File: config.mk
export PLATFORM = sky130hd
export DESIGN_NAME = fsp_top
export DESIGN_NICKNAME = d
export VERILOG_FILES = /design/src/hw/fsp_pkg.sv /design/src/hw/fsp_top.sv
export VERILOG_INCLUDE_DIRS = /design/src /design/src/hw
export SDC_FILE = /design/constraint.sdc
export NUM_CORES = 1
export LEC_CHECK = 0
export ABC_CLOCK_PERIOD_IN_PS = 3230
export BUFFER_PORTS_ARGS = -buffer_cell sky130_fd_sc_hd__buf_2
export CORE_MARGIN = 1.5
export CORE_UTILIZATION = 54
export CTS_BUF_LIST = sky130_fd_sc_hd__clkbuf_2
export CTS_CLUSTER_SIZE = 24
export DETAILED_ROUTE_END_ITERATION = 12
export GPL_TIMING_DRIVEN = 0
export HOLD_SLACK_MARGIN = 0.06
export PLACE_DENSITY = 0.73
export SLEW_MARGIN = 25
export SYNTH_ARGS = -nofsm -noshare
export SYNTH_HDL_FRONTEND = slang
export SYNTH_SLANG_ARGS = --single-unit
File: constraint.sdc
create_clock -name clk_in -period 3.23 [get_ports clk_in]
set_clock_uncertainty 0.15 [all_clocks]
set_input_delay 0.646 -clock clk_in [delete_from_list [all_inputs] [get_ports clk_in]]
set_output_delay 0.646 -clock clk_in [all_outputs]
set_load 0.005 [all_outputs]
File: src/hw/fsp_cfg.svh
// Register offsets, field positions, reset values and timing constants
`ifndef FSP_CFG_SVH
`define FSP_CFG_SVH
// Register offsets (word index on the plain port)
`define FSP_FORMAT_OFS 3'h0
`define FSP_CONTROL_OFS 3'h1
`define FSP_STATUS_OFS 3'h2
`define FSP_FIFOCTL_OFS 3'h3
`define FSP_COUNT_OFS 3'h4
`define FSP_TXPORT_OFS 3'h5
`define FSP_RXPORT_OFS 3'h6
`define FSP_MASK_OFS 3'h7
// Format register fields
`define FSP_CHR_BIT 6
`define FSP_PE_BIT 5
`define FSP_ODD_BIT 4
`define FSP_STOP_BIT 3
// Control register fields
`define FSP_CKS_HI_BIT 1
`define FSP_CKS_LO_BIT 0
`define FSP_DIV_LSB 8
// FIFO control fields
`define FSP_RTRG_LSB 6
`define FSP_TTRG_LSB 4
`define FSP_MCE_BIT 3
`define FSP_TFRST_BIT 2
`define FSP_RFRST_BIT 1
`define FSP_LOOP_BIT 0
// Status bits
`define FSP_ST_FER 0
`define FSP_ST_PER 1
`define FSP_ST_BRK 2
`define FSP_ST_RDF 3
`define FSP_ST_DR 4
`define FSP_ST_TX_EMPTY_FLAG 5
`define FSP_ST_ORUN 6
// Reset values
`define FSP_DIV_RST 8'h00
// Oversampling ratio
`define FSP_OVERSAMPLE 16
`endif

File: src/hw/fsp_pkg.sv
// Types shared by the serial port design
`default_nettype none
package fsp_pkg;
  // Serial frame format as software programs it
  typedef struct packed {
    logic seven_bit;
    logic parity_on;
    logic parity_odd;
    logic two_stop;
  } fsp_format_t;
  // Frame engine states
  typedef enum logic [2:0] {
    FSP_IDLE = 3'b000,
    FSP_START = 3'b001,
    FSP_DATA = 3'b010,
    FSP_PAR = 3'b011,
    FSP_STOP = 3'b100
  } fsp_state_t;
endpackage
`default_nettype wire

File: src/hw/fsp_top.sv
// Asynchronous serial port with 16-entry transmit and receive FIFOs
// How it works
// [RL1] Two 16-byte FIFOs, transmit and receive
// [RL2] Receiver resynchronises on every start bit
// [RL3] Format bit 6 picks 7 or 8 bits
// [RL4] Format bit 5 adds parity bit
// [RL5] Format bit 3 picks one or two stops
// [RL6] Flag framing, parity and break on receive
// [RL7] Receive full at threshold, data ready otherwise; data ready here is set whenever the FIFO is not empty
// [RL8] Transmit empty flag when buffer drains
// [RL9] Both FIFO counts readable any time
// [RL10] RTS out, CTS in gates transmit
// [RL11] Select 00: internal clock, pin unused
// [RL12] Select 01: drive 16x clock out
// [RL13] Select 1x: external 16x clock input
// [RL14] External clock must be 16x bit rate
// [RL15] Receive threshold 1/4/8/14, resets to 1
// [RL16] Transmit threshold 8/4/2/1, resets to 8
// [RL17] Modem control off: CTS active, RTS 0
// [RL18] Loop-back routes transmit into receive
// [RL19] Start low, LSB first, stop high, centre
`include "fsp_cfg.svh"
`default_nettype none
module fsp_top
  import fsp_pkg::*;
#(
  parameter int DEPTH = 16,
  parameter int AW = 4
) (
  // Clock and reset
  input wire logic clk_in,
  input wire logic sys_rst_in,
  // Register port
  input wire logic [2:0] addr_in,
  input wire logic [15:0] wdata_in,
  input wire logic wr_in,
  input wire logic rd_in,
  output logic [15:0] rdata_out,
  // Serial link
  input wire logic rxd_in,
  output logic txd_out,
  input wire logic cts_n_in,
  output logic rts_n_out,
  input wire logic sck_in,
  output logic sck_out,
  output logic sck_oe_out,
  // Interrupt
  output logic irq_out
);
  ////////////////////////////////////////////////////////////////////////
  // Registers
  fsp_format_t fmt; // Frame format
  logic [7:0] ctrl_div; // Baud divisor
  logic [1:0] cks; // Clock select
  logic [7:0] fctl; // FIFO control
  logic [6:0] status; // Sticky status
  logic [6:0] mask; // Interrupt mask
  logic [AW:0] tx_cnt; // Transmit fill
  logic [AW:0] rx_cnt; // Receive fill
  logic [7:0] tx_mem [DEPTH]; // Transmit storage
  logic [10:0] rx_mem [DEPTH]; // Receive data plus error bits
  logic [AW-1:0] tx_wp, tx_rp, rx_wp, rx_rp;
  // Synchronisers for pins
  logic [1:0] rxd_s, cts_s, sck_s;
  logic sck_d; // Delayed sync'd external clock for edges
  // Thresholds decoded from control fields
  function automatic logic [AW:0] rx_thr(input logic [1:0] s);
    case (s)
      2'h0: rx_thr = 5'h01;
      2'h1: rx_thr = 5'h04;
      2'h2: rx_thr = 5'h08;
      default: rx_thr = 5'h0E;
    endcase
  endfunction
  function automatic logic [AW:0] tx_thr(input logic [1:0] s);
    case (s)
      2'h0: tx_thr = 5'h08;
      2'h1: tx_thr = 5'h04;
      2'h2: tx_thr = 5'h02;
      default: tx_thr = 5'h01;
    endcase
  endfunction

  ////////////////////////////////////////////////////////////////////////
  // Pin synchronisers: first stage feeds only the second
  always_ff @(posedge clk_in) begin
    rxd_s <= {rxd_s[0], rxd_in};
    cts_s <= {cts_s[0], cts_n_in};
    sck_s <= {sck_s[0], sck_in};
    sck_d <= sck_s[1];
  end

  ////////////////////////////////////////////////////////////////////////
  // 16x tick: internal divider or external pin edge
  logic [7:0] baud_cnt;
  logic tick;
  logic ext_clk;
  assign ext_clk = cks[1]; // see [RL13]
  // External clock is assumed exactly 16x the bit rate, see [RL14]
  assign tick = ext_clk ? (sck_s[1] & ~sck_d) : (baud_cnt == 8'h00);
  always_ff @(posedge clk_in) begin
    if (sys_rst_in || ext_clk || baud_cnt == 8'h00) begin
      baud_cnt <= ctrl_div; // see [RL11]
    end else begin
      baud_cnt <= baud_cnt - 8'h01;
    end
  end
  // Clock out at 16x the bit rate: high in the upper half of the divider
  // count, so the pin period equals the tick period; enable only in 01.
  // Limitation: with divisor 0 a tick comes every clock, which one flop
  // cannot draw, so the pin then stays low
  always_ff @(posedge clk_in) begin
    if (sys_rst_in) begin
      sck_out <= 1'b0;
      sck_oe_out <= 1'b0;
    end else begin
      sck_oe_out <= (cks == 2'b01); // see [RL12]
      sck_out <= baud_cnt > (ctrl_div >> 1); // see [RL12]
    end
  end

  ////////////////////////////////////////////////////////////////////////
  // Register writes
  logic tx_push, rx_pop;
  assign tx_push = wr_in && addr_in == `FSP_TXPORT_OFS
                   && tx_cnt != 5'(DEPTH);
  assign rx_pop = rd_in && addr_in == `FSP_RXPORT_OFS && rx_cnt != 5'h00;
  always_ff @(posedge clk_in) begin
    if (sys_rst_in) begin
      fmt <= '0;
      ctrl_div <= `FSP_DIV_RST;
      cks <= 2'h0;
      fctl <= 8'h00; // see [RL15] [RL16] [RL17]
      mask <= 7'h00;
    end else if (wr_in) begin
      case (addr_in)
        `FSP_FORMAT_OFS: fmt <= {wdata_in[`FSP_CHR_BIT],
          wdata_in[`FSP_PE_BIT], wdata_in[`FSP_ODD_BIT],
          wdata_in[`FSP_STOP_BIT]};
        `FSP_CONTROL_OFS: begin
          cks <= wdata_in[`FSP_CKS_HI_BIT:`FSP_CKS_LO_BIT];
          ctrl_div <= wdata_in[`FSP_DIV_LSB+:8];
        end
        `FSP_FIFOCTL_OFS: fctl <= wdata_in[7:0];
        `FSP_MASK_OFS: mask <= wdata_in[6:0];
        default: begin
        end
      endcase
    end
  end

  ////////////////////////////////////////////////////////////////////////
  // Modem control and loop-back
  logic cts_ok, rx_line;
  assign cts_ok = !fctl[`FSP_MCE_BIT] || !cts_s[1]; // see [RL17] [RL10]
  assign rx_line = fctl[`FSP_LOOP_BIT] ? txd_out : rxd_s[1]; // see [RL18]
  always_ff @(posedge clk_in) begin
    if (sys_rst_in) begin
      rts_n_out <= 1'b0;
    end else begin
      // Ready to accept while receive FIFO has room, see [RL10] [RL17]
      rts_n_out <= fctl[`FSP_MCE_BIT] && rx_cnt == 5'(DEPTH);
    end
  end

  ////////////////////////////////////////////////////////////////////////
  // Transmitter
  fsp_state_t tx_st;
  logic [3:0] tx_sub; // Ticks within a bit
  logic [2:0] tx_bit; // Data bit index
  logic [7:0] tx_sh;
  logic tx_par, tx_stop2;
  logic tx_pop;
  assign tx_pop = tx_st == FSP_IDLE && tx_cnt != 5'h00 && cts_ok;
  always_ff @(posedge clk_in) begin
    if (sys_rst_in) begin
      tx_st <= FSP_IDLE;
      txd_out <= 1'b1; // Line idles high
      tx_sub <= 4'h0;
      tx_bit <= 3'h0;
      tx_sh <= 8'h00;
      tx_par <= 1'b0;
      tx_stop2 <= 1'b0;
    end else begin
      case (tx_st)
        FSP_IDLE: begin
          // Transmission waits for CTS before a new frame, see [RL10]
          if (tx_pop) begin
            tx_sh <= tx_mem[tx_rp];
            tx_par <= fmt.parity_odd;
            tx_st <= FSP_START;
            tx_sub <= 4'h0;
            txd_out <= 1'b0; // see [RL19]
          end
        end
        FSP_START: if (tick) begin
          tx_sub <= tx_sub + 4'h1;
          if (tx_sub == 4'hF) begin
            tx_st <= FSP_DATA;
            tx_bit <= 3'h0;
            txd_out <= tx_sh[0]; // LSB first, see [RL19]
            tx_par <= tx_par ^ tx_sh[0];
            tx_sh <= tx_sh >> 1;
          end
        end
        FSP_DATA: if (tick) begin
          tx_sub <= tx_sub + 4'h1;
          if (tx_sub == 4'hF) begin
            tx_bit <= tx_bit + 3'h1;
            if (tx_bit == (fmt.seven_bit ? 3'h6 : 3'h7)) begin // see [RL3]
              tx_stop2 <= fmt.two_stop;
              tx_st <= fmt.parity_on ? FSP_PAR : FSP_STOP; // see [RL4]
              txd_out <= fmt.parity_on ? tx_par : 1'b1;
            end else begin
              txd_out <= tx_sh[0];
              tx_par <= tx_par ^ tx_sh[0];
              tx_sh <= tx_sh >> 1;
            end
          end
        end
        FSP_PAR: if (tick) begin
          tx_sub <= tx_sub + 4'h1;
          if (tx_sub == 4'hF) begin
            tx_st <= FSP_STOP;
            txd_out <= 1'b1;
          end
        end
        FSP_STOP: if (tick) begin
          tx_sub <= tx_sub + 4'h1;
          if (tx_sub == 4'hF) begin
            tx_stop2 <= 1'b0; // Second stop bit if chosen, see [RL5]
            if (!tx_stop2) begin
              tx_st <= FSP_IDLE;
            end
          end
        end
        default: tx_st <= FSP_IDLE;
      endcase
    end
  end

  ////////////////////////////////////////////////////////////////////////
  // Receiver: hunts each start bit afresh, see [RL2]
  fsp_state_t rx_st;
  logic [3:0] rx_sub;
  logic [2:0] rx_bit;
  logic [7:0] rx_sh;
  logic rx_par, rx_push, rx_allzero;
  logic rx_prev; // Line level at the last tick, for start edges
  logic [10:0] rx_word; // {brk, per, fer, data}
  always_ff @(posedge clk_in) begin
    if (sys_rst_in) begin
      rx_st <= FSP_IDLE;
      rx_sub <= 4'h0;
      rx_bit <= 3'h0;
      rx_sh <= 8'h00;
      rx_par <= 1'b0;
      rx_push <= 1'b0;
      rx_allzero <= 1'b0;
      rx_word <= 11'h000;
      rx_prev <= 1'b1; // Idle level, so reset leaves no false edge
    end else begin
      rx_push <= 1'b0;
      if (tick) begin
        rx_prev <= rx_line;
      end
      case (rx_st)
        // A start is a falling edge: the low tail of a bad stop bit or a
        // break must not be taken for the next start bit, see [RL19]
        FSP_IDLE: if (tick && rx_prev && !rx_line) begin
          rx_st <= FSP_START;
          rx_sub <= 4'h1;
        end
        FSP_START: if (tick) begin
          rx_sub <= rx_sub + 4'h1;
          // Centre of start bit: reject glitches, see [RL19]
          if (rx_sub == 4'h7) begin
            if (rx_line) begin
              rx_st <= FSP_IDLE;
            end else begin
              rx_st <= FSP_DATA;
              rx_sub <= 4'h0;
              rx_bit <= 3'h0;
              rx_sh <= 8'h00;
              rx_par <= fmt.parity_odd;
              rx_allzero <= 1'b1;
            end
          end
        end
        FSP_DATA: if (tick) begin
          rx_sub <= rx_sub + 4'h1;
          if (rx_sub == 4'hF) begin
            rx_bit <= rx_bit + 3'h1;
            rx_par <= rx_par ^ rx_line;
            rx_allzero <= rx_allzero & ~rx_line;
            rx_sh[rx_bit] <= rx_line; // see [RL3]
            if (rx_bit == (fmt.seven_bit ? 3'h6 : 3'h7)) begin
              rx_st <= fmt.parity_on ? FSP_PAR : FSP_STOP; // see [RL4]
            end
          end
        end
        FSP_PAR: if (tick) begin
          rx_sub <= rx_sub + 4'h1;
          if (rx_sub == 4'hF) begin
            rx_par <= rx_par ^ rx_line;
            rx_allzero <= rx_allzero & ~rx_line;
            rx_st <= FSP_STOP;
          end
        end
        FSP_STOP: if (tick) begin
          rx_sub <= rx_sub + 4'h1;
          // Only the first stop bit is checked on receive
          if (rx_sub == 4'hF) begin
            rx_st <= FSP_IDLE;
            rx_push <= 1'b1;
            // Break: whole frame low including stop, see [RL6]
            rx_word <= {rx_allzero & ~rx_line,
                        fmt.parity_on & rx_par, ~rx_line, rx_sh};
          end
        end
        default: rx_st <= FSP_IDLE;
      endcase
    end
  end

  ////////////////////////////////////////////////////////////////////////
  // FIFO storage and counts, see [RL1] [RL9]
  logic rx_wr_ok;
  assign rx_wr_ok = rx_push && rx_cnt != 5'(DEPTH);
  always_ff @(posedge clk_in) begin
    if (tx_push) begin
      tx_mem[tx_wp] <= wdata_in[7:0];
    end
    if (rx_wr_ok) begin
      rx_mem[rx_wp] <= rx_word;
    end
  end
  always_ff @(posedge clk_in) begin
    if (sys_rst_in || fctl[`FSP_TFRST_BIT]) begin
      tx_wp <= '0;
      tx_rp <= '0;
      tx_cnt <= '0;
    end else begin
      tx_wp <= tx_wp + AW'(tx_push);
      tx_rp <= tx_rp + AW'(tx_pop);
      tx_cnt <= tx_cnt + 5'(tx_push) - 5'(tx_pop);
    end
  end
  always_ff @(posedge clk_in) begin
    if (sys_rst_in || fctl[`FSP_RFRST_BIT]) begin
      rx_wp <= '0;
      rx_rp <= '0;
      rx_cnt <= '0;
    end else begin
      rx_wp <= rx_wp + AW'(rx_wr_ok);
      rx_rp <= rx_rp + AW'(rx_pop);
      rx_cnt <= rx_cnt + 5'(rx_wr_ok) - 5'(rx_pop);
    end
  end

  ////////////////////////////////////////////////////////////////////////
  // Sticky status: set wins over write-one-to-clear
  logic [6:0] ev;
  logic [10:0] rx_head;
  assign rx_head = rx_mem[rx_rp];
  always_comb begin
    ev = 7'h00;
    ev[`FSP_ST_FER] = rx_wr_ok && rx_word[8]; // see [RL6]
    ev[`FSP_ST_PER] = rx_wr_ok && rx_word[9];
    ev[`FSP_ST_BRK] = rx_wr_ok && rx_word[10];
    ev[`FSP_ST_RDF] = rx_cnt >= rx_thr(fctl[`FSP_RTRG_LSB+:2]); // [RL15]
    ev[`FSP_ST_DR] = rx_cnt != 5'h00; // see [RL7]
    ev[`FSP_ST_TX_EMPTY_FLAG] = tx_cnt < tx_thr(fctl[`FSP_TTRG_LSB+:2]); // [RL16]
    ev[`FSP_ST_ORUN] = rx_push && !rx_wr_ok;
  end
  always_ff @(posedge clk_in) begin
    if (sys_rst_in) begin
      status <= 7'h00;
    end else if (wr_in && addr_in == `FSP_STATUS_OFS) begin
      status <= (status & ~wdata_in[6:0]) | ev; // see [RL7] [RL8]
    end else begin
      status <= status | ev;
    end
  end
  always_ff @(posedge clk_in) begin
    if (sys_rst_in) begin
      irq_out <= 1'b0;
    end else begin
      irq_out <= |(status & mask);
    end
  end

  ////////////////////////////////////////////////////////////////////////
  // Read data, one cycle after the strobe
  always_ff @(posedge clk_in) begin
    if (sys_rst_in) begin
      rdata_out <= 16'h0000;
    end else if (rd_in) begin
      case (addr_in)
        `FSP_FORMAT_OFS: rdata_out <= {9'h000, fmt.seven_bit,
          fmt.parity_on, fmt.parity_odd, fmt.two_stop, 3'h0};
        `FSP_CONTROL_OFS: rdata_out <= {ctrl_div, 6'h00, cks};
        `FSP_STATUS_OFS: rdata_out <= {9'h000, status};
        `FSP_FIFOCTL_OFS: rdata_out <= {8'h00, fctl};
        `FSP_COUNT_OFS: rdata_out <= {3'h0, tx_cnt, 3'h0, rx_cnt}; // [RL9]
        // Empty FIFO reads zero, never a stale or unwritten entry
        `FSP_RXPORT_OFS: rdata_out <= (rx_cnt != 5'h00) ?
          {5'h00, rx_head} : 16'h0000;
        `FSP_MASK_OFS: rdata_out <= {9'h000, mask};
        default: rdata_out <= 16'h0000;
      endcase
    end else begin
      rdata_out <= 16'h0000;
    end
  end

  ////////////////////////////////////////////////////////////////////////
  // Checks
  AST_RX_THRESH: assert property (@(posedge clk_in) disable iff (sys_rst_in)
    rx_cnt >= rx_thr(fctl[7:6]) |=> status[`FSP_ST_RDF]) // see [RL15]
    else $error("receive full flag missed");
  AST_TX_EMPTY: assert property (@(posedge clk_in) disable iff (sys_rst_in)
    tx_cnt < tx_thr(fctl[5:4]) |=> status[`FSP_ST_TX_EMPTY_FLAG]) // see [RL16]
    else $error("transmit empty flag missed");
  AST_RTS_OFF: assert property (@(posedge clk_in) disable iff (sys_rst_in)
    !fctl[`FSP_MCE_BIT] |=> !rts_n_out) // see [RL17]
    else $error("rts not held low");
  AST_CNT_MAX: assert property (@(posedge clk_in) disable iff (sys_rst_in)
    tx_cnt <= 5'(DEPTH) && rx_cnt <= 5'(DEPTH)) // see [RL1]
    else $error("fifo count overflow");
  AST_START_LOW: assert property (@(posedge clk_in) disable iff (sys_rst_in)
    tx_pop |=> !txd_out) // see [RL19]
    else $error("start bit not low");
  AST_IDLE_HIGH: assert property (@(posedge clk_in) disable iff (sys_rst_in)
    tx_st == FSP_IDLE && $past(tx_st) == FSP_IDLE |-> txd_out) // see [RL19]
    else $error("idle line not high");
  AST_CTS_GATE: assert property (@(posedge clk_in) disable iff (sys_rst_in)
    fctl[`FSP_MCE_BIT] && cts_s[1] && tx_st == FSP_IDLE
    |=> tx_st == FSP_IDLE) // see [RL10]
    else $error("frame started without cts");
  AST_SCK_OE: assert property (@(posedge clk_in) disable iff (sys_rst_in)
    cks != 2'b01 |=> !sck_oe_out) // see [RL11]
    else $error("clock pin driven when unused");
  AST_LOOP: assert property (@(posedge clk_in) disable iff (sys_rst_in)
    fctl[`FSP_LOOP_BIT] |-> rx_line == txd_out) // see [RL18]
    else $error("loop-back path broken");
endmodule
`default_nettype wire

After elaboration in Yosys (flattened, before gate mapping)
Memories as Yosys holds them, arrays and structs flattened. A register that Yosys moved wholly into a read port is not among the register bits.
Index checks and enable logic that the tools add are counted.
- bitwise logic cells: 15
- reduce and logical (&&, ||, !) cells: 62
- add/sub/neg operators: 13
- mux-type cells: 112
- divide/modulo/power cells: 0
- shift operators: 0
- equal/unequal tests: 55
- $lt $le $gt $ge: 5
- multiply operators: 0
- operator list (operator ; number):
    16-bit case mux with 7 select lines ; 1
    8-bit 2-to-1 mux ; 12
    3-bit 2-to-1 mux ; 31
    2-bit != test (second input constant) ; 23
    1-bit 2-to-1 mux ; 39
    4-bit 2-to-1 mux ; 9
    4-bit case mux with 3 select lines ; 3
    3-bit case mux with 5 select lines ; 2
    8-bit case mux with 3 select lines ; 1
    3-bit by 2-bit equality test with 1-bit output (second input constant) ; 6
    3-bit equality test (second input constant) ; 6
    6-bit AND reduction ; 3
    4-bit by 1-bit adder with 4-bit output ; 4
    1-bit logical AND ; 16
    8-bit case mux with 2 select lines ; 1
    7-bit bitwise AND ; 2
    7-bit bitwise OR ; 2
    3-bit case mux with 2 select lines ; 2
    11-bit 2-to-1 mux ; 1
    11-bit AND reduction ; 1
    5-bit by 1-bit adder with 5-bit output ; 2
    5-bit != test (second input constant) ; 2
    10-bit AND reduction ; 1
    2-bit nonzero test ; 5
    other kinds (47) ; 87
- logic and storage cells: 305
- output and inout port bits: 21
- latch bits: 0
- bits in read-only memories: 0
- memories: 2
- bits of input ports: 26
- RAM bits: 304
- register bits: 151
- memory list (name ; depth ; bits a word ; read ports ; clocked after Yosys merged registers in ; wr ports ; line ; RTL):
    rx_mem ; 16 ; 11 ; 1 ; 1 ; 1 ; fsp_top.sv:61 ; logic [10:0] rx_mem [DEPTH];
    tx_mem ; 16 ; 8 ; 1 ; 1 ; 1 ; fsp_top.sv:60 ; logic [7:0] tx_mem [DEPTH];

Logic depth before layout (Yosys ltp)
- depth after elaboration: 8
- mapped depth: 15
- depth with buffers taken out: 14

Worst setup path before layout
No wires, ideal clock.
- kind: register -> register
- from: reg tx_cnt[3]
- to: reg tx_cnt[4]
- required time: 3.010 ns
- buffers on the path: 1
- cell stages (with the launch flop): 16
- slack: 0.197 ns
- setup time: 0.070 ns
- period minus slack after synthesis: 3.033 ns
- arrival time: 2.813 ns
- cells stage by stage: dfxtp_1 inv_1 ha_1 or4b_2 and3_1 clkbuf_1 ha_1 inv_1 ha_1 inv_1 fa_1 inv_1 a21oi_1 nor2_1 or3_1 a21oi_1
- longest elaborated chain between the ends: 4
- elaborated cells between the ends (all ways): 7
- classes of those cells: add/sub (2); eq/ne (1); reduce/logical (4)
- ends and longest elaborated chain (item ; line ; RTL):
    start, declared ; fsp_top.sv:58 ; logic [AW:0] tx_cnt;
    start signal, assigned ; fsp_top.sv:346 ; tx_cnt <= tx_cnt + 5'(tx_push) - 5'(tx_pop);
    5-bit != test or 5-bit nonzero test (tied branches) ; fsp_top.sv:126, fsp_top.sv:174 ;
    1-bit logical AND, on equally long branches ; fsp_top.sv:125, fsp_top.sv:174 ;
    5-bit by 1-bit adder with 5-bit output or 1-bit logical AND (tied branches) ; fsp_top.sv:346, fsp_top.sv:174 ;
    5-bit by 1-bit subtractor with 5-bit output * ; fsp_top.sv:346 ;
Mark *: on every way between the ends. The rest lies on a longest branch, timed or not.
A chain may end at the register's enable or synchronous reset.

Worst setup path in the final report
- from: in sys_rst_in
- to: reg mask[1]
- RTL lines (item ; line ; RTL):
    start, declared ; fsp_top.sv:32 ; input wire logic sys_rst_in,
    end signal, assigned ; fsp_top.sv:145 ; `FSP_MASK_OFS: mask <= wdata_in[6:0];
    end, declared ; fsp_top.sv:57 ; logic [6:0] mask;
No word-level cell between the ends.

==> results_dict.tcl <==
set metrics [dict create \
    hold_viol 0 \
    dieArea_sq_um 36290 \
    placed_area_sq_um 19860 \
    num_vias 12370 \
    io_pins 47 \
    maxSlewViolCount 0 \
    synthesis.nets 1425 \
    cap_viol_max_count 0 \
    dp_slack_ns -0.1771 \
    clock_path_buffers 3 \
    antenna_left 0 \
    gp_congestion 0.8890 \
    wl_per_cell_um 20.82 \
    r2r-start "fctl[0]$_SDFFE_PP0P_" \
    worstSetupPathType "in -> reg" \
    final_nets 1627 \
    antenna_found_initial 2 \
    clkSlewWorstSetupHoldPaths_ns 0.13 \
    ys_types 72 \
    worst_slack_ns 0.1011 \
    tightest_slew_ns 1.142 \
    grt_pass1_vias 12520 \
    die_h_um 190.5 \
    tns_ns 0 \
    root_buffer "clkbuf_2" \
    via_per_inst 5.869 \
    reg2regPathDepth 5 \
    crit_path_end_kind "flip-flop" \
    critical_path_peak_fanout 10 \
    yosys-top-cells-area "edfxtp_1 (48%), dfxtp_1 (16%), mux4_2 (10%)" \
    hpwl_um 29720 \
    synth-seq-area-share_pct 64.02 \
    finalSetupViolations 0 \
    crit_path_end "mask[1]$_SDFFE_PP0P_" \
    synthFlopType "edfxtp_1" \
    syn-cell-area_sq_um 18980 \
    grt_max_degree 21 \
    yosys_warnings 0 \
    slew_headroom_pct 23.88 \
    placement.io_buffers 45 \
    grt_pass1_wl_um 68520 \
    rr_endpoint "rx_sh[0]$_SDFFE_PP0P_" \
    hold_path_class "in -> reg" \
    clkLatencyLatePin_ns 1.03 \
    fmax_mhz 319.6 \
    synth_top_area_share_pct 48.09 \
    drtPass1Iterations 5 \
    peakVddDrop_mv 0.3481 \
    fin_area_sq_um 21370 \
    async_flop_share_pct 0 \
    n_fill_cell 2690 \
    synth_cells 1360 \
    status "finished clean" \
    ys_ff_latch 455 \
    area_growth_pct 12.56 \
    p_leak_nw 7.488 \
    reg2reg_slack_ns 0.13 \
    synth.avg_cell_area_sq_um 13.96 \
    core_sq_um 34540 \
    cts_sinks 455 \
    die_x_um 190.5 \
    final_layout_size_suffix_gt1_share_pct 22.44 \
    fin_crit_sh_pct 96.87 \
    drcViolationCount 0 \
    startpoint "sys_rst_in" \
    power.density_nw_per_um2 584.7 \
    synth_edf_count 304 \
    finish.utilization_pct 61.85 \
    fin_crit_ns 3.129 \
    cp_data_arrival_time_ns 3.91 \
    drt_iter0_markers 1117 \
    cts_made_buffers 108 \
    gr-total-overflow 0 \
    initial_utilization_pct 54.95 \
    rsz0062_at_grt "false" \
    yosys.area.top_type "edfxtp_1" \
    track_usage_pct 25.04 \
    cts_tree "done" \
    routed_wl_um 43880 \
    startpoint_type "primary input" \
    cp.required_ns 4.02 \
    row_count 68 \
    htree_levels 3 \
]
## sequential cells by signal, indices dropped and copies added, names as in the netlist, 4 cells and up
name and flops:
mask 7, fmt 4, status 7, ctrl_div 8, tx_mem 128, tx_sh 8, rx_word 11, rx_sub 4
rdata_out 16, rx_sh 8, rx_mem 176, tx_cnt 5, tx_sub 4, tx_wp 4, fctl 8, rx_rp 4
rx_wp 4, baud_cnt 8, tx_rp 4, rx_cnt 5
## Yosys cell counts, drive strengths merged (5+ instances only)
cell	number
and3	8
or3	6
and2	26
nor2b	8
a21o	8
mux4	86
nor2	118
xnor2	18
nand3	27
nand4	7
mux2i	34
buf	14
inv	43
nand2	103
dfxtp	151
ha	37
or2	8
edfxtp	304
xor2	17
nor4	7
nand3b	6
a211oi	21
o22ai	14
a311oi	5
clkbuf	50
o21ai	23
a21oi	81
a31oi	14
nor3	24
mux2	9
a22oi	16
nand2b	13
## placed cells by master (no fill, tap or decap), types with 12 or more instances in the layout
cell             n
mux2i_1         34
edfxtp_1       304
xor2_1          17
and2_1          25
a211oi_1        21
nor3_1          16
inv_1           43
clkbuf_2       166
o22ai_1         14
nand2b_1        13
clkinv_1        22
nor2_2          12
dfxtp_1        151
buf_2           56
xnor2_1         18
a31oi_1         14
o21ai_0         21
a22oi_1         16
mux4_2          86
a21oi_1         81
nand2_1        103
nor2_1         105
ha_1            37
clkbuf_1        47
dlygate4sd3_1   45
nand3_1         27
## through the flow
stage               instances  total power [mW]  hold WS, ns
floorplan                1360             8.200       0.1596
global placement         1860             8.706       0.1663
detailed placement       1864             8.775       0.1684
CTS                      2105             12.55      0.06029
global route             2107             13.12      0.05955
finish                   2107             12.49       0.1461
## metal layers
metal | part of all wire, % | wire, um | GRT usage, %
met5 | 0 | 0 | 0
met3 | 7.7 | 3381 | 6.533
met4 | 1.9 | 830 | 8.540
met2 | 47 | 20530 | 39.26
met1 | 44 | 19130 | 34.11
## where the power goes
group | internal (mW) | leakage, nW | total, mW | switching (mW)
logic | 1.01 | 2.70 | 2.22 | 1.21
clock network | 1.52 | 0.779 | 3.76 | 2.24
registers | 6.33 | 4.01 | 6.51 | 0.181
total | 8.86 | 7.49 | 12.5 | 3.63
## what timing repair did
action / in CTS / in global routing
hold endpoints to repair: 183 / 0
endpoints found under the setup margin: 2 / 2
hold buffers: 45 / 0
gates resized for setup: 3 / 2
setup buffers: 0 / 0
## how the worst min path moves through the flow
stage                           startpoint                       to  cells past startpoint
after global placement    cts_s[0]$_DFF_P_         cts_s[1]$_DFF_P_                      0
after detailed placement  cts_s[0]$_DFF_P_         cts_s[1]$_DFF_P_                      0
after CTS                       addr_in[1]  rdata_out[7]$_SDFF_PP0_                      4
after floorplan           cts_s[0]$_DFF_P_         cts_s[1]$_DFF_P_                      0
final                               sck_in         sck_s[0]$_DFF_P_                      2
after global routing                sck_in         sck_s[0]$_DFF_P_                      2
## area by class of cell
class	instances	area (sq um)	share of cell area [%]
plain buffers	62	251.5	1.177
clock inverters	32	187.7	0.8784
repair buffers	94	705.7	3.303
diodes	3	7.507	0.03514
inverters	44	165.2	0.7730
well taps	455	569.3	2.665
multi-input cells	797	6501	30.43
clock buffers	165	825.8	3.865
flip-flops and latches	455	12150	56.88
## worst max-delay path, stage by stage
cell           delay [ns]
dlygate4sd3_1        0.52
buf_2                0.17
clkbuf_1             0.57
clkbuf_1             0.58
clkbuf_1             0.72
a21oi_1              0.08
dlygate4sd3_1        0.61
## cell families after synthesis
family / count (synthesis) / synth area share, %
compound gates: 217 / 7.396
mux: 129 / 12.53
flops: 455 / 64.02
fa+ha+maj: 39 / 2.650
xor+xnor: 35 / 1.615
simple gates: 377 / 9.564
buf+inv: 108 / 2.228
No activity file was read; power rests on OpenSTA's default activity.
